## src/common/gcl_pkg.sv

```systemverilog
/*
 * constants, reset values and state codes for the port configuration and lock block.
 * assumes a 32-bit avalon-mm register bus and two ports of up to sixteen pins each.
 */
package gcl_pkg;

    // ------------------------------------------------------------
    // address map
    // ------------------------------------------------------------
    localparam logic [31:0] GCL_BASE_A   = 32'h4000_1C00;
    localparam logic [31:0] GCL_BASE_B   = 32'h4000_2000;
    localparam logic [31:0] GCL_WIN_MASK = 32'hFFFF_FC00;
    localparam int          GCL_OFS_W    = 10;

    localparam logic [9:0] GCL_OFS_MODE  = 10'h000;
    localparam logic [9:0] GCL_OFS_OTYPE = 10'h004;
    localparam logic [9:0] GCL_OFS_SR    = 10'h008;
    localparam logic [9:0] GCL_OFS_PUPD  = 10'h00C;
    localparam logic [9:0] GCL_OFS_DS    = 10'h020;
    localparam logic [9:0] GCL_OFS_AFL   = 10'h024;
    localparam logic [9:0] GCL_OFS_AFH   = 10'h028;
    localparam logic [9:0] GCL_OFS_LOCK  = 10'h02C;
    localparam logic [9:0] GCL_OFS_TRIG  = 10'h030;

    // ------------------------------------------------------------
    // field layout
    // ------------------------------------------------------------
    localparam int          GCL_NPIN      = 18;
    localparam int          GCL_PORT_PINS = 16;
    localparam int          GCL_KEY_BIT   = 16;
    localparam int          GCL_MODE_W    = 2;
    localparam int          GCL_AF_W      = 4;
    localparam int          GCL_AF_PER_RG = 8;
    localparam logic [3:0]  GCL_BE_FULL   = 4'hF;
    localparam logic [1:0]  GCL_MODE_ALT  = 2'h2;
    localparam logic [3:0]  GCL_AF_EVT    = 4'h3;
    localparam logic [3:0]  GCL_AF_MCO    = 4'h6;
    localparam int          GCL_PIN_EVT_A = 4;
    localparam int          GCL_PIN_MCO_A = 13;
    localparam int          GCL_PIN_PB0   = 16;
    localparam int          GCL_PIN_PB1   = 17;
    localparam logic [4:0]  GCL_TRIG_RST  = 5'h00;
    localparam logic [4:0]  GCL_TRIG_MAX  = 5'h11;

    // ------------------------------------------------------------
    // reset values, index 0 is the first port
    // ------------------------------------------------------------
    localparam logic [1:0][31:0] GCL_RST_MODE  = {32'hFFFF_FFFF, 32'hFFFA_FFFF};
    localparam logic [1:0][31:0] GCL_RST_OTYPE = {32'h0000_0000, 32'h0000_0000};
    localparam logic [1:0][31:0] GCL_RST_SR    = {32'h0000_FFFF, 32'h0000_FFFF};
    localparam logic [1:0][31:0] GCL_RST_PUPD  = {32'h0000_0000, 32'h6409_0000};
    localparam logic [1:0][31:0] GCL_RST_DS    = {32'h0000_0000, 32'h0000_0000};
    localparam logic [1:0][31:0] GCL_RST_AFL   = {32'hFFFF_FFFF, 32'hFFFF_FFFF};
    localparam logic [1:0][31:0] GCL_RST_AFH   = {32'hFFFF_FFFF, 32'hFFFF_FF00};

    // ------------------------------------------------------------
    // types
    // ------------------------------------------------------------
    typedef enum logic [1:0] {
        GCL_K_BIT,
        GCL_K_PAIR,
        GCL_K_AFL,
        GCL_K_AFH
    } gcl_kind_t;

    typedef enum logic [4:0] {
        GCL_S_IDLE = 5'h01,
        GCL_S_W1   = 5'h02,
        GCL_S_W0   = 5'h04,
        GCL_S_W1B  = 5'h08,
        GCL_S_DONE = 5'h10
    } gcl_lseq_t;

endpackage : gcl_pkg

```

## src/hw/gcl_lock_seq.sv

```systemverilog
/*
 * lock register of one port: the pin lock bits and the key-setting sequence.
 * assumes the caller gives one-cycle strobes for taken full-word writes and for taken reads of any width to this register.
 */
`timescale 1ns/10ps
module gcl_lock_seq (
    input  wire logic              ref_clk_i,
    input  wire logic              reset_i,
    input  wire logic              wr_i,
    input  wire logic              rd_i,
    input  wire logic [31:0]       wdata_i,
    output logic                   lock_key_bit_o,
    output logic      [15:0]       pin_lock_bits_o
);
    import gcl_pkg::*;

    typedef struct packed {
        gcl_lseq_t   seq;
        logic [15:0] pins;
    } gcl_lock_st_t;

    localparam gcl_lock_st_t GCL_LOCK_RST = '{seq: GCL_S_IDLE, pins: '0};

    gcl_lock_st_t st;
    gcl_lock_st_t next_st;
    logic         same;
    logic         kbit;
    logic         key;

    assign key             = (st.seq == GCL_S_DONE);
    assign lock_key_bit_o  = key;
    assign pin_lock_bits_o = st.pins;
    assign same            = (wdata_i[15:0] == st.pins);
    assign kbit            = wdata_i[GCL_KEY_BIT];

    // ------------------------------------------------------------
    // sequence w1, w0, w1, r0
    // ------------------------------------------------------------
    always_comb begin
        next_st = st;
        if (wr_i && !key) begin
            next_st.pins = wdata_i[15:0];
            unique case (st.seq)
                GCL_S_IDLE: next_st.seq = kbit ? GCL_S_W1 : GCL_S_IDLE;
                GCL_S_W1:   next_st.seq = kbit ? GCL_S_W1 :
                                          (same ? GCL_S_W0 : GCL_S_IDLE);
                GCL_S_W0:   next_st.seq = (kbit && same) ? GCL_S_W1B :
                                          GCL_S_IDLE;
                GCL_S_W1B:  next_st.seq = kbit ? GCL_S_W1 : GCL_S_IDLE;
                GCL_S_DONE: next_st.seq = GCL_S_DONE;
            endcase
        end else if (rd_i && !key) begin
            // the read itself still returns a clear key, as the sequence demands
            next_st.seq = (st.seq == GCL_S_W1B) ? GCL_S_DONE : GCL_S_IDLE;
        end
    end

    // only the reset leaves the done state
    always_ff @(posedge ref_clk_i) begin
        if (reset_i) begin
            st <= GCL_LOCK_RST;
        end else begin
            st <= next_st;
        end
    end
endmodule : gcl_lock_seq

```

## src/hw/gcl_port_top.sv

```systemverilog
/*
 * configuration registers, pin locks and alternate routing of two ports.
 * assumes an avalon-mm master with full 32-bit word accesses and inputs synchronous to ref_clk_i.
 */
// The Avalon-MM interface to the registers and the register offsets are this design's own decisions.
// Notes on behaviour
// - the key bit at bit 16 is set only after write key one, write key zero, write key one, read.
// - once set the key bit stays set until a system reset.
// - the sixteen pin lock bits take writes only while the key bit is clear.
// - the order counts only if the pin lock bits keep one value through all of it.
// - with the key clear every configuration and alternate field stays writable.
// - with the key set, the fields of each pin whose lock bit is set refuse writes.
// - the first port decodes at 0x4000_1C00 and the second at 0x4000_2000.
// - alternate three on A4, B0 or B1 routes the core event output to that pin.
// - alternate six on A13 drives the clock output onto that pin.
// - any of A0 to A15, B0 or B1 can be the analog conversion trigger.
`timescale 1ns/10ps
module gcl_port_top (
    input  wire logic                   ref_clk_i,
    input  wire logic                   reset_i,
    input  wire logic [31:0]            avs_address_i,
    input  wire logic                   avs_read_i,
    input  wire logic                   avs_write_i,
    input  wire logic [31:0]            avs_writedata_i,
    input  wire logic [3:0]             avs_byteenable_i,
    output logic      [31:0]            avs_readdata_o,
    output logic                        avs_waitrequest_o,
    input  wire logic                   core_event_output_i,
    input  wire logic                   clock_output_pin_signal_i,
    input  wire logic [gcl_pkg::GCL_NPIN-1:0] pin_in_i,
    output logic      [gcl_pkg::GCL_NPIN-1:0] pin_alt_out_o,
    output logic      [gcl_pkg::GCL_NPIN-1:0] pin_alt_oe_o,
    output logic                        adc_ext_trig_o
);
    import gcl_pkg::*;

    // ------------------------------------------------------------
    // state
    // ------------------------------------------------------------
    typedef struct packed {
        logic                       waitreq;
        logic [31:0]                rdata;
        logic [1:0][31:0]           mode;
        logic [1:0][31:0]           otype;
        logic [1:0][31:0]           sr;
        logic [1:0][31:0]           pupd;
        logic [1:0][31:0]           ds;
        logic [1:0][31:0]           afl;
        logic [1:0][31:0]           afh;
        logic [4:0]                 trig_sel;
        logic                       trig;
        logic [GCL_NPIN-1:0]        alt_out;
        logic [GCL_NPIN-1:0]        alt_oe;
    } gcl_top_st_t;

    localparam gcl_top_st_t GCL_TOP_RST = '{
        waitreq:  1'b1,
        rdata:    '0,
        mode:     GCL_RST_MODE,
        otype:    GCL_RST_OTYPE,
        sr:       GCL_RST_SR,
        pupd:     GCL_RST_PUPD,
        ds:       GCL_RST_DS,
        afl:      GCL_RST_AFL,
        afh:      GCL_RST_AFH,
        trig_sel: GCL_TRIG_RST,
        trig:     1'b0,
        alt_out:  '0,
        alt_oe:   '0
    };

    gcl_top_st_t st;
    gcl_top_st_t next_st;

    // ------------------------------------------------------------
    // helpers
    // ------------------------------------------------------------
    // writable bits of one register, given the pins that are frozen
    function automatic logic [31:0] gcl_wmask(input logic [15:0] frozen,
                                              input gcl_kind_t   kind);
        logic [31:0] m;
        m = '0;
        for (int i = 0; i < GCL_PORT_PINS; i++) begin
            unique case (kind)
                GCL_K_BIT:  m[i] = !frozen[i];
                GCL_K_PAIR: m[GCL_MODE_W*i +: GCL_MODE_W] = {GCL_MODE_W{!frozen[i]}};
                GCL_K_AFL:  if (i < GCL_AF_PER_RG) begin
                    m[GCL_AF_W*i +: GCL_AF_W] = {GCL_AF_W{!frozen[i]}};
                end
                GCL_K_AFH:  if (i >= GCL_AF_PER_RG) begin
                    m[GCL_AF_W*(i-GCL_AF_PER_RG) +: GCL_AF_W] = {GCL_AF_W{!frozen[i]}};
                end
            endcase
        end
        return m;
    endfunction : gcl_wmask

    function automatic logic [31:0] gcl_merge(input logic [31:0] old_v,
                                              input logic [31:0] new_v,
                                              input logic [31:0] m);
        return (old_v & ~m) | (new_v & m);
    endfunction : gcl_merge

    // alternate selector of one pin in one port
    function automatic logic [3:0] gcl_af_of(input logic [31:0] afl,
                                             input logic [31:0] afh,
                                             input int          idx);
        if (idx < GCL_AF_PER_RG) begin
            return afl[GCL_AF_W*idx +: GCL_AF_W];
        end
        return afh[GCL_AF_W*(idx-GCL_AF_PER_RG) +: GCL_AF_W];
    endfunction : gcl_af_of

    // ------------------------------------------------------------
    // bus decode
    // ------------------------------------------------------------
    logic                  take;
    logic                  hit_a;
    logic                  hit_b;
    logic                  hit;
    logic                  psel;
    logic                  full;
    logic [GCL_OFS_W-1:0]  ofs;
    logic [1:0]            lock_wr;
    logic [1:0]            lock_rd;
    logic [1:0]            key;
    logic [1:0][15:0]      pin_lock;

    assign take  = (avs_read_i || avs_write_i) && st.waitreq;
    assign hit_a = ((avs_address_i & GCL_WIN_MASK) == GCL_BASE_A);
    assign hit_b = ((avs_address_i & GCL_WIN_MASK) == GCL_BASE_B);
    assign hit   = hit_a || hit_b;
    assign psel  = hit_b;
    assign ofs   = avs_address_i[GCL_OFS_W-1:0];
    // narrow writes are dropped rather than merged
    assign full  = (avs_byteenable_i == GCL_BE_FULL);

    for (genvar g = 0; g < 2; g++) begin : g_lock
        assign lock_wr[g] = take && avs_write_i && full && ofs == GCL_OFS_LOCK
                            && (g == 0 ? hit_a : hit_b);
        assign lock_rd[g] = take && avs_read_i && ofs == GCL_OFS_LOCK
                            && (g == 0 ? hit_a : hit_b);
        gcl_lock_seq u_lock (
            .ref_clk_i       (ref_clk_i),
            .reset_i         (reset_i),
            .wr_i            (lock_wr[g]),
            .rd_i            (lock_rd[g]),
            .wdata_i         (avs_writedata_i),
            .lock_key_bit_o  (key[g]),
            .pin_lock_bits_o (pin_lock[g])
        );
    end

    // ------------------------------------------------------------
    // next state
    // ------------------------------------------------------------
    always_comb begin
        logic [15:0] frozen;
        logic [31:0] wd;
        logic [3:0]  af;
        int          port;
        int          idx;
        frozen  = key[psel] ? pin_lock[psel] : '0;
        wd      = avs_writedata_i;
        af      = '0;
        port    = 0;
        idx     = 0;
        next_st = st;
        // one cycle of waitrequest high, then one cycle low per access
        next_st.waitreq = !take;

        if (take && avs_read_i) begin
            next_st.rdata = '0;
            if (hit) begin
                unique case (ofs)
                    GCL_OFS_MODE:  next_st.rdata = st.mode[psel];
                    GCL_OFS_OTYPE: next_st.rdata = st.otype[psel];
                    GCL_OFS_SR:    next_st.rdata = st.sr[psel];
                    GCL_OFS_PUPD:  next_st.rdata = st.pupd[psel];
                    GCL_OFS_DS:    next_st.rdata = st.ds[psel];
                    GCL_OFS_AFL:   next_st.rdata = st.afl[psel];
                    GCL_OFS_AFH:   next_st.rdata = st.afh[psel];
                    GCL_OFS_LOCK:  next_st.rdata = 32'({key[psel], pin_lock[psel]});
                    GCL_OFS_TRIG:  next_st.rdata = psel ? '0 : 32'(st.trig_sel);
                    default:       next_st.rdata = '0;
                endcase
            end
        end

        if (take && avs_write_i && hit && full) begin
            unique case (ofs)
                GCL_OFS_MODE:  next_st.mode[psel]  = gcl_merge(st.mode[psel], wd,
                                   gcl_wmask(frozen, GCL_K_PAIR));
                GCL_OFS_OTYPE: next_st.otype[psel] = gcl_merge(st.otype[psel], wd,
                                   gcl_wmask(frozen, GCL_K_BIT));
                GCL_OFS_SR:    next_st.sr[psel]    = gcl_merge(st.sr[psel], wd,
                                   gcl_wmask(frozen, GCL_K_BIT));
                GCL_OFS_PUPD:  next_st.pupd[psel]  = gcl_merge(st.pupd[psel], wd,
                                   gcl_wmask(frozen, GCL_K_PAIR));
                GCL_OFS_DS:    next_st.ds[psel]    = gcl_merge(st.ds[psel], wd,
                                   gcl_wmask(frozen, GCL_K_BIT));
                GCL_OFS_AFL:   next_st.afl[psel]   = gcl_merge(st.afl[psel], wd,
                                   gcl_wmask(frozen, GCL_K_AFL));
                GCL_OFS_AFH:   next_st.afh[psel]   = gcl_merge(st.afh[psel], wd,
                                   gcl_wmask(frozen, GCL_K_AFH));
                GCL_OFS_TRIG:  if (!psel) begin
                    next_st.trig_sel = wd[4:0];
                end
                default: ;
            endcase
        end

        // alternate routing, registered so the pads see clean levels
        for (int p = 0; p < GCL_NPIN; p++) begin
            port = (p < GCL_PORT_PINS) ? 0 : 1;
            idx  = (p < GCL_PORT_PINS) ? p : p - GCL_PORT_PINS;
            af   = gcl_af_of(st.afl[port], st.afh[port], idx);
            next_st.alt_oe[p]  = 1'b0;
            next_st.alt_out[p] = 1'b0;
            if (st.mode[port][GCL_MODE_W*idx +: GCL_MODE_W] == GCL_MODE_ALT) begin
                if ((p == GCL_PIN_EVT_A || p == GCL_PIN_PB0 || p == GCL_PIN_PB1)
                    && af == GCL_AF_EVT) begin
                    next_st.alt_oe[p]  = 1'b1;
                    next_st.alt_out[p] = core_event_output_i;
                end
                if (p == GCL_PIN_MCO_A && af == GCL_AF_MCO) begin
                    next_st.alt_oe[p]  = 1'b1;
                    next_st.alt_out[p] = clock_output_pin_signal_i;
                end
            end
        end

        // out-of-range selections give a quiet trigger
        next_st.trig = (st.trig_sel <= GCL_TRIG_MAX) ? pin_in_i[st.trig_sel] : 1'b0;
    end

    always_ff @(posedge ref_clk_i) begin
        if (reset_i) begin
            st <= GCL_TOP_RST;
        end else begin
            st <= next_st;
        end
    end

    // ------------------------------------------------------------
    // outputs
    // ------------------------------------------------------------
    assign avs_readdata_o    = st.rdata;
    assign avs_waitrequest_o = st.waitreq;
    assign pin_alt_out_o     = st.alt_out;
    assign pin_alt_oe_o      = st.alt_oe;
    assign adc_ext_trig_o    = st.trig;
endmodule : gcl_port_top

```

## config.mk

```make
export PLATFORM = sky130hd
export DESIGN_NAME = gcl_port_top
export DESIGN_NICKNAME = d
export VERILOG_FILES = /design/src/common/gcl_pkg.sv /design/src/hw/gcl_lock_seq.sv /design/src/hw/gcl_port_top.sv
export SDC_FILE = /design/constraint.sdc
export NUM_CORES = 1
export LEC_CHECK = 0
export BUFFER_PORTS_ARGS = -buffer_cell sky130_fd_sc_hd__buf_2
export CAP_MARGIN = 30
export CORE_MARGIN = 1.5
export CORE_UTILIZATION = 30
export CTS_CLUSTER_DIAMETER = 200
export DETAILED_ROUTE_END_ITERATION = 10
export MAX_ROUTING_LAYER = met4
export PLACE_DENSITY_LB_ADDON = 0.08
export SLEW_MARGIN = 20
export SYNTH_ARGS = -nofsm -noshare
export SYNTH_HDL_FRONTEND = slang
export SYNTH_SLANG_ARGS = --single-unit
export TNS_END_PERCENT = 100
```

## constraint.sdc

```tcl
create_clock -name ref_clk_i -period 4.9 [get_ports ref_clk_i]
set_input_delay 0.49 -clock ref_clk_i [delete_from_list [all_inputs] [get_ports ref_clk_i]]
set_output_delay 0.49 -clock ref_clk_i [all_outputs]
set_load 0.02 [all_outputs]
```

; Yosys cells after proc, flatten, opt, wreduce, memory -nomap -nowiden
; Index checks and enable logic that the tools add are counted.
[word_totals]
romBits = 0
out_inout_bits = 70
latch_bits = 0
mem_bits_rw = 0
memories = 0
inputBits = 92
regBits = 565
[op_classes]
order_cmp = 4
add_sub_neg = 0
multipliers = 0
div_mod_pow = 0
n_reduce_logical = 62
n_eq_ne = 31
muxes = 244
n_shift = 0
n_bitwise = 38
[op_table]
columns = op, count
row1 = $mux W32, 16
row2 = $bwmux W64, 7
row3 = $and A32 B32 Y32, 11
row4 = $pmux W32 S9, 1
row5 = $or A32 B32 Y32, 7
row6 = $mux W4, 34
row7 = $mux W2, 65
row8 = $not A32 Y32, 4
row9 = $mux W1, 103
row10 = $and A32 B16 Y32, 3
row11 = $not A16 Y32, 3
row12 = $eq A10 B6 Y1 const B, 5
row13 = $mux W16, 3
row14 = $mux W5, 9
row15 = $eq A22 B21 Y1 const B, 2
row16 = $pmux W5 S4, 2
row17 = $demux W32 S1, 1
row18 = $eq A16 B16 Y1, 2
row19 = $eq A10 B4 Y1 const B, 2
row20 = $logic_and A1 B1 Y1, 19
row21 = $logic_not A1 Y1, 19
row22 = $reduce_and A2 Y1, 7
row23 = $reduce_or A2 Y1, 7
row24 = $eq A4 B2 Y1 const B, 3
row25 = other kinds (21), 44

; Logic depth before layout (Yosys ltp)
; Gate-level depths: netlist of the first run.
[logic_depth]
depth_word = 11
depth_mapped = 12
mapped_depth_nobuf = 7

; Modules after synthesis
; A second synthesis of the first run with hierarchy kept.
[unflattened]
hier_cells = 2908
hier_area_um2 = 25185.4
[modules_own_cells]
columns = module, n_inst, seq_area_each_um2, cells_per_inst, area_each_um2
row1 = gcl_port_top, 1, 9909.5, 2636, 22633.0
row2 = gcl_lock_seq, 2, 420.4, 136, 1276.2

; Worst setup path after synthesis of the first run
; Ideal clock, no wire load.
[synth_path]
path_kind = input port to flip-flop
startpoint = in avs_address_i[23]
endpoint = reg st[242] (netlist bit)
cell_stages = 9
arrival_time_ps = 2632
setup_time_ps = 76
n_path_buf = 2
t_required_ps = 4824
path_slack_ps = 2192
cell_sequence = nor4_2 > nand3_1 > nor2_1 > buf_4 > mux2_2 > a21oi_1 > buf_6 > mux2_2 > o22ai_1
[synth_between]
elab_chain_cells = 11
elab_cells_between_ends = 26
classes_between = order compare: 2 / eq/ne: 2 / mux: 12 / bitwise: 4 / reduce/logical: 6
[synth_rtl]
columns = item, line
row1 = start: declaration, gcl_port_top.sv:21  ; input wire logic [31:0] avs_address_i,
row2 = $eq A22 B21 Y1, gcl_port_top.sv:131  ; assign hit_b = ((avs_address_i & GCL_WIN_MASK) == GCL_BASE_B);
row3 = $mux W16 (not written as such) or $mux W1 (tied branches) (2 in a row), gcl_port_top.sv:163  ; frozen = key[psel] ? pin_lock[psel] : '0;
row4 = $mux W16, gcl_port_top.sv:163
row5 = $logic_not A1 Y1, gcl_port_top.sv:86  ; GCL_K_PAIR: m[GCL_MODE_W*i +: GCL_MODE_W] = {GCL_MODE_W{!frozen[i]}};
row6 = $mux W2, gcl_port_top.sv:191  ; unique case (ofs)
row7 = $mux W2, gcl_port_top.sv:190  ; if (take && avs_write_i && hit && full) begin
row8 = $not A32 Y32, gcl_port_top.sv:101  ; return (old_v & ~m) | (new_v & m);
row9 = $and A32 B32 Y32, gcl_port_top.sv:101
row10 = $or A32 B32 Y32, gcl_port_top.sv:101
row11 = $bwmux W64, gcl_port_top.sv:198  ; GCL_OFS_PUPD: next_st.pupd[psel] = gcl_merge(st.pupd[psel], wd,
row12 = end signal: assignment, gcl_port_top.sv:241  ; st <= next_st;
row13 = end: declaration, gcl_port_top.sv:72  ; gcl_top_st_t st;
; Several ways; a longest one is shown, not always the timed one. The select of a mux whose other input is x is not followed.
; A chain may end at the register's enable or synchronous reset.

; Worst setup path after layout of the first run
[layout_path]
startpoint = in avs_address_i[17]
endpoint = reg g_lock[0].u_lock.st[19] (netlist bit)
[layout_between]
elab_chain_cells = 4
elab_cells_between_ends = 7
classes_between = eq/ne: 1 / mux: 1 / reduce/logical: 5
[layout_rtl]
columns = item, line
row1 = $eq A22 B21 Y1 *, gcl_port_top.sv:130  ; assign hit_a = ((avs_address_i & GCL_WIN_MASK) == GCL_BASE_A);
row2 = "$logic_and A1 B1 Y1, on equally long branches", "gcl_port_top.sv:140, gcl_port_top.sv:142"
row3 = "$logic_and A1 B1 Y1, on equally long branches", "gcl_lock_seq.sv:41, gcl_lock_seq.sv:52"
row4 = $mux W5 or $reduce_bool A2 Y1 (tied branches), -
row5 = end signal: assignment, gcl_lock_seq.sv:63  ; st <= next_st;
row6 = end: declaration, gcl_lock_seq.sv:24  ; gcl_lock_st_t st;
; Mark *: on every way between the ends. The rest lies on a longest branch, timed or not.

==> reports/qor.csv, run 1 <==
stage,metric,value,unit
route,drt_pass1_iterations,11,
worst_setup_path,startpoint_type,input port,
global_routing,grtUsageTotal,25.5,%
global_routing,grt_pass1_vias,21416,
sta,min_period,3.62,ns
worst_setup_path,cp_max_fo,20,
global_routing,grt_max_degree,89,
placement,placed_cell_area,25800,µm²
run_status,violations,design-rule violations,
clock_network,clk_latency,0.61,ns
route,drc,24,
route,ant_nets,0,
global_routing,overflow,0,
cells_and_area,drive_above_1_share,13.9,%
sta,final.setup.tns,0,ns
clock_network,post_cts_buffers,0,
worst_setup_path,path_class,in -> reg,
clock_network,postCtsResizedCells,0,
placement,portBuffers,133,
clock_network,ctsLongestPathBuffers,3,
worst_setup_path,slowest_stage,and4_2,
route,wl,106000,µm
min_path,min_from,clock_output_pin_signal_i,
route,drtIter0Drc,2035,
min_path,min_path_type,in -> reg,
run_status,status,finished with violations,
job,maxCapViolations,0,
clock_network,root_buffer,clkbuf_16,
route,vias_per_cell,5.62,
logic_synthesis,syn_avg_cell_area,8.41,µm²
clock_network,cts_inserted_buffers,67,
logic_synthesis,synth.distinct_cells,64,
sta,finalSetupViolCount,0,
floorplan,io_pins,162,
worst_setup_path,r2r-start,g_lock[1].u_lock.st[16],
global_routing,grt_pass1_wl,151000,µm
logic_synthesis,syn-cell-area,24500,µm²
worst_setup_path,cp_cell_sequence,"buf_2, nor4_2, and4_2, buf_4, and3_1, and2_1, nand3_2, or4_1, a21oi_1",
worst_setup_path,crit_arrival,4.15,ns
sta,finalHoldViolCount,0,
cells_and_area,fin_util,34.7,%
pwr,p_per_area,342,nW/µm²
route,post_drt_wl_per_cell,26.3,µm
floorplan,rows,104,
placement,hpwlAfterDp,69200,µm
worst_setup_path,cp_num_buf_inv,2,
sta,max_freq,276,MHz
logic_synthesis,ys_async_sr_fraction,0,%
logic_synthesis,synth_ff_type,dfxtp_1,
sta,final-max-slew-violation-count,0,
logic_synthesis,synth_cells,2909,
logic_synthesis,synth-seq-cells,537,
placement,globalplace.congestion,0.869,
clock_network,cts_hold_buf,0,
sta,timing.slew.headroom,33.9,%
sta,rsz0062_at_grt,no,
logic_synthesis,yosys_warnings,0,
clock_network,cts_tree,done,
pwr,peakVddDrop,230,µV
worst_setup_path,critPathLaunch,avs_address_i[17],
global_routing,antenna_found_initial,4,
worst_setup_path,critPathRequiredTime,5.43,ns
logic_synthesis,yosysSeqAreaShare,43.9,%
floorplan,initial_core_util,30.3,%
route,vias,22597,
pwr,leakage,0.0106,µW
clock_network,cts_sinks,537,
sta,fin_skew,0.0176,ns
floorplan,fp.dieW,289,µm
clock_network,ctsHtreeMaxLevel,3,
sta,worst_slew_pin_slew,0.992,ns
clock_network,cts.clk_slew.worst_paths,0.06,ns
floorplan,die_h,289,µm
floorplan,dieArea,83300,µm²
worst_setup_path,critPathTopFamily,simple AND/OR/NAND/NOR gates,
logic_synthesis,synth-edff-count,0,
cells_and_area,finalInstanceArea,28000,µm²
cells_and_area,area_growth,14.3,%
cells_and_area,nets,3007,
worst_setup_path,worst_setup_path_end_kind,flop,
floorplan,core_area,80700,µm²
worst_setup_path,max_stage_delay,0.71,ns
sta,post-route-period-util,73.9,%
==> power by group <==
| part | internal (µW) | switching [µW] |
|---|---|---|
| Combinational | 91.1 | 268 |
| Clock | 2880 | 1950 |
| Sequential | 4370 | 1.14 |
==> layer usage <==
| metal | GRT usage [%] | up-vias | part of all wire [%] | routed length (µm) |
|---|---|---|---|---|
| li1 | - | 10356 | - | - |
| met1 | 33.4 | 11116 | 44 | 46700 |
| met2 | 39.8 | 955 | 45 | 47800 |
| met3 | 4.08 | 170 | 7.3 | 7680 |
| met4 | 8.79 | 0 | 3.3 | 3480 |
| met5 | - | - | 0 | 0 |
==> kinds of logic after synthesis <==
group	share of synthesized area, %
AOI/OAI and AO/OA	24.5
xor gates and xnor gates	1.36
buffers and inverters	6.55
DFF	43.9
muxes	8.90
other	0.0153
and+or+nand+nor	14.7
==> stage by stage <==
stage	hold WS, ns	total power [µW]	setup WS, ns	instances
floorplan	0.417	4670	2.19	2936
global placement	0.429	4810	0.821	3901
detailed placement	0.438	4820	0.721	3904
CTS	0.0646	9670	1.35	4018
global route	0.0780	9870	1.17	4020
finish	0.0916	9560	1.28	4021
==> sequential cells by signal, indices dropped and copies added, names as in the netlist <==
register	cells
st	453
g_lock.u_lock.pin_lock_bits_o	32
g_lock.u_lock.st	10
adc_ext_trig_o	1
pin_alt_out_o	4
pin_alt_oe_o	4
avs_readdata_o	32
avs_waitrequest_o	1
==> cell type report <==
cell class | count | area (µm²)
clock inverters | 13 | 97.6
flip-flops and latches | 537 | 10800
diodes | 1 | 2.50
clock buffers | 101 | 2020
well taps | 1060 | 1330
fillers | 8296 | 52700
inverters | 9 | 33.8
multi-input cells | 2081 | 12300
repair buffers | 219 | 1430
==> Yosys cell counts, types with 4 or more instances <==
cell	n	area, µm²
mux2_2	21	236
a221oi_1	32	280
o22a_1	10	87.6
buf_2	43	215
nand2_1	423	1590
o21ai_1	54	270
a22oi_1	14	105
nor4_1	15	93.8
nor3_1	12	60.1
and2_1	26	163
mux4_2	5	113
o22ai_1	66	413
a21o_1	41	308
inv_1	8	30.0
o21ai_0	351	1760
buf_6	6	67.6
buf_1	25	93.8
clkbuf_1	152	571
nor3b_1	4	30.0
and3_1	4	25.0
a2111oi_0	19	166
nor2_1	34	128
dfxtp_1	537	10800
nand3_1	106	531
buf_4	83	623
a211oi_1	4	30.0
a21oi_1	368	1840
a31oi_1	6	37.5
nand4_1	7	43.8
a22o_1	16	140
nor2b_1	98	613
a31o_2	34	298
a222oi_1	12	120
mux2i_1	177	1770
o211ai_1	4	30.0
xor2_1	38	333
==> placed cells by master, fill, tap and decap left out, types with 12 or more instances in the layout <==
| cell type | n |
|---|---|
| dfxtp_1 | 537 |
| nand2_1 | 417 |
| a21oi_1 | 364 |
| o21ai_0 | 350 |
| mux2i_1 | 176 |
| buf_2 | 132 |
| nand3_1 | 106 |
| nor2b_1 | 98 |
| buf_4 | 77 |
| clkbuf_16 | 69 |
| o22ai_1 | 66 |
| o21ai_1 | 55 |
| a21o_1 | 41 |
| xor2_1 | 38 |
| a31o_2 | 34 |
| nor2_1 | 33 |
| a221oi_1 | 32 |
| conb_1 | 28 |
| and2_1 | 25 |
| mux2_2 | 21 |
| a2111oi_0 | 19 |
| clkbuf_8 | 17 |
| a22o_1 | 16 |
| nor4_1 | 15 |
| clkbuf_1 | 15 |
| a22oi_1 | 14 |
| nor3_1 | 12 |
| a222oi_1 | 12 |
==> path summary, 6_finish.rpt <==
kind                                                 to  slack, ns  cells past startpoint
worst max-delay path            g_lock[0].u_lock.st[19]       1.28                      9
worst min-delay path                  pin_alt_out_o[13]       0.09                      2
worst max register to register                  st[185]       1.83                      7
worst min register to register                  st[178]       0.44                      2
==> worst register-to-register path: stages (launching register included) <==
cell	delay [ns]
dfxtp_1	0.36
nor2_1	0.29
nand3_1	0.35
mux2i_4	0.32
buf_12	0.30
and2_1	0.87
a31oi_1	0.23
a22o_1	0.25
No activity file was read; power rests on OpenSTA's default activity.
==> run 2: changes to the inputs <==
Settings changed: ABC_AREA set to 1.
Clock period 4.9 ns to 3.66 ns, I/O delays scaled along.
==> run 2 against run 1 <==
The run now ends clean. Critical endpoint is now st[302]. Sequential cell count unchanged. Power increased by 39%. Largest cell class unchanged. Combinational power increased by 34%. Cell count increased by 34%. Non-clock buffer count increased by 11. Sequential power increased by 34%. Area after synthesis increased by 13%. Critical path depth increased by 1. Highest routed layer unchanged. Via count increased by 21%.
==> reports/qor.csv, run 2 <==
stage,metric,value,unit,change
run_status,status,finished clean,,
route,vias_per_cell,5.06,,-10%
clock_network,cts.clk_slew.worst_paths,0.06,ns,about the same
sta,final-max-slew-violation-count,0,,unchanged
logic_synthesis,yosys.area_share.adder,0,%,unchanged
cells_and_area,nets,4249,,+41%
floorplan,rows,111,,+6.7%
cells_and_area,final_common_cell,nand2_1,,
global_routing,overflow,0,,unchanged
logic_synthesis,ys_top_cells_by_count,"nand2_1, inv_1, nand3_1, dfxtp_1, o211ai_1",,
clock_network,cts_inserted_buffers,69,,+3.0%
cells_and_area,regMostFlops,st,,
clock_network,ctsLongestPathBuffers,3,,unchanged
sta,min_period,2.71,ns,
sta,rsz0062_at_grt,no,,
logic_synthesis,synth.distinct_cells,41,,-36%
route,wl,119000,µm,+12%
cells_and_area,area_growth,14.0,%,
global_routing,grt_max_degree,110,,+24%
floorplan,die_h,307,µm,+6.5%
pwr,p_per_area,420,nW/µm²,+23%
cells_and_area,drive_above_1_share,10.0,%,-3.9 points
clock_network,cts_tree,done,,
pwr,power,13300,µW,+39%
route,drt_pass1_iterations,6,,-5
logic_synthesis,ys_async_sr_fraction,0,%,unchanged
floorplan,dieArea,94400,µm²,+13%
sta,final.setup.tns,0,ns,unchanged
logic_synthesis,syn_avg_cell_area,6.69,µm²,-20%
cells_and_area,layout_common_cells,"nand2_1, inv_1, nand3_1",,
logic_synthesis,synth_top_family_by_area,simple AND/OR/NAND/NOR gates,,
cells_and_area,instances_no_fill,5398,,+34%
sta,finalSetupViolCount,0,,unchanged
logic_synthesis,synth_area_leaders,"dfxtp_1, nand2_1, nand3_1",,
logic_synthesis,yosysSeqAreaShare,38.7,%,-5.2 points
placement,globalplace.congestion,0.901,,+3.7%
cells_and_area,largest_reg_flops,453,,unchanged
clock_network,postCtsResizedCells,0,,unchanged
route,post_drt_wl_per_cell,22.0,µm,-16%
worst_setup_path,path_class,reg -> reg,,
global_routing,grtUsageTotal,25.5,%,-0.032 points
placement,place_inst,5271,,+35%
logic_synthesis,synth-seq-cells,537,,unchanged
route,vias,27308,,+21%
clock_network,clk_latency,0.62,ns,about the same
sta,worst_slew_pin_slew,0.937,ns,-0.0548 ns
route,drtIter0Drc,2603,,+28%
sta,timing.slew.headroom,36.9,%,+3.1 points
logic_synthesis,yosys.area_share.simple,31.7,%,+17 points
logic_synthesis,synth_mux_area_share,0,%,-8.9 points
worst_setup_path,crit_arrival,3.17,ns,-0.98 ns
route,drc,0,,-100%
cells_and_area,fin_util,34.6,%,-0.11 points
logic_synthesis,synth_compound_area_share,13.6,%,-11 points
sta,max_freq,369,MHz,
logic_synthesis,yosys_warnings,0,,unchanged
placement,hpwlAfterDp,82300,µm,+19%
logic_synthesis,synth_most_common_cell,nand2_1,,
worst_setup_path,worst_setup_path_end_kind,flop,,
pwr,leakage,0.0149,µW,+40%
worst_setup_path,cp_max_fo,12,,-40%
sta,finalHoldViolCount,0,,unchanged
clock_network,cts_sinks,537,,unchanged
clock_network,root_buffer,clkbuf_16,,
floorplan,io_pins,162,,unchanged
logic_synthesis,netlist.area_leader.share,38.7,%,-5.2 points
worst_setup_path,startpoint_type,flop,,
logic_synthesis,yosys.area_share.xor_xnor,0.662,%,-0.70 points
placement,portBuffers,133,,unchanged
logic_synthesis,syn-cell-area,27800,µm²,+13%
logic_synthesis,synth-edff-count,0,,unchanged
pwr,peakVddDrop,256,µV,+11%
logic_synthesis,synth_largest_area_cell,dfxtp_1,,
global_routing,antenna_found_initial,3,,-1
job,maxCapViolations,0,,unchanged
clock_network,ctsHtreeMaxLevel,3,,unchanged
route,ant_nets,0,,unchanged
worst_setup_path,critPathRequiredTime,4.12,ns,-1.31 ns
global_routing,grt_pass1_wl,173000,µm,+15%
floorplan,fp.dieW,307,µm,+6.5%
logic_synthesis,synth_cells,4149,,+43%
sta,fin_skew,0.0232,ns,+0.00561 ns
min_path,min_path_type,in -> reg,,
floorplan,initial_core_util,30.3,%,-0.036 points
global_routing,grt_pass1_vias,25096,,+17%
logic_synthesis,synth_ff_type,dfxtp_1,,
floorplan,core_area,91700,µm²,+14%
sta,post-route-period-util,74.0,%,
==> run 2: path summary, 6_finish.rpt <==
check	slack (ns)	endpoint	start	depth (start not counted)
min reg2reg	0.42	st[227]	st[227]	2
min	0.08	avs_waitrequest_o	avs_write_i	4
max reg2reg	0.95	st[302]	g_lock[0].u_lock.st[16]	10
max	0.95	st[302]	g_lock[0].u_lock.st[16]	10
==> run 2: cell type report <==
class,count,area [µm²]
Tap cell,1186,1480
Antenna cell,3,7.51
Fill cell,10108,60000
Timing Repair Buffer,230,1580
Multi-Input combinational cell,2628,13000
Sequential cell,537,10800
Inverter,691,2600
Clock buffer,100,1990
Clock inverter,23,290
==> run 2: cells by family (layout without fill, tap and decap cells) <==
family                 Yosys count  in the layout
buffers and inverters         1011           1044
AND/OR/NAND/NOR               1975           1975
other                            1             31
flip-flops                     537            537
AO/OA/AOI/OAI                  604            604
XOR/XNOR                        21             21
==> run 2: what timing repair did <==
| item | CTS | global route |
|---|---|---|
| buffers inserted | 0 | 0 |
| hold buffers | 1 | 0 |
| endpoints found under the hold margin | 1 | 0 |
==> run 2: metrics by stage <==
stage,hold slack [ns],area [µm²],worst slack (ns)
3_5_place_dp,0.410,29400,0.408
2_1_floorplan,0.400,27900,1.67
3_3_place_gp,0.409,29400,0.494
6_report,0.0798,31700,0.953
5_1_grt,0.0902,31700,0.815
4_1_cts,0.0483,31700,0.991
==> run 2: power breakdown <==
| group | total, µW | switching, µW | internal [µW] |
|---|---|---|---|
| sequential | 5850 | 0.413 | 5850 |
| clock | 6960 | 2860 | 4100 |
| combinational | 482 | 380 | 102 |
==> run 2: critical path: stages (launching register included) <==
cell      delay (ns)
dfxtp_1         0.32
nor2_1          0.17
nand3_1         0.27
nand2_4         0.19
nand2_8         0.14
nor2_4          0.55
inv_2           0.25
nand2_1         0.36
nand2_1         0.12
nand2_1         0.07
o211ai_1        0.07
==> run 2: per-layer routing <==
metal	track usage (%)	wire, µm
met5	-	0
met4	7.65	3060
met3	3.24	6970
met2	38.3	52100
met1	35.5	56500
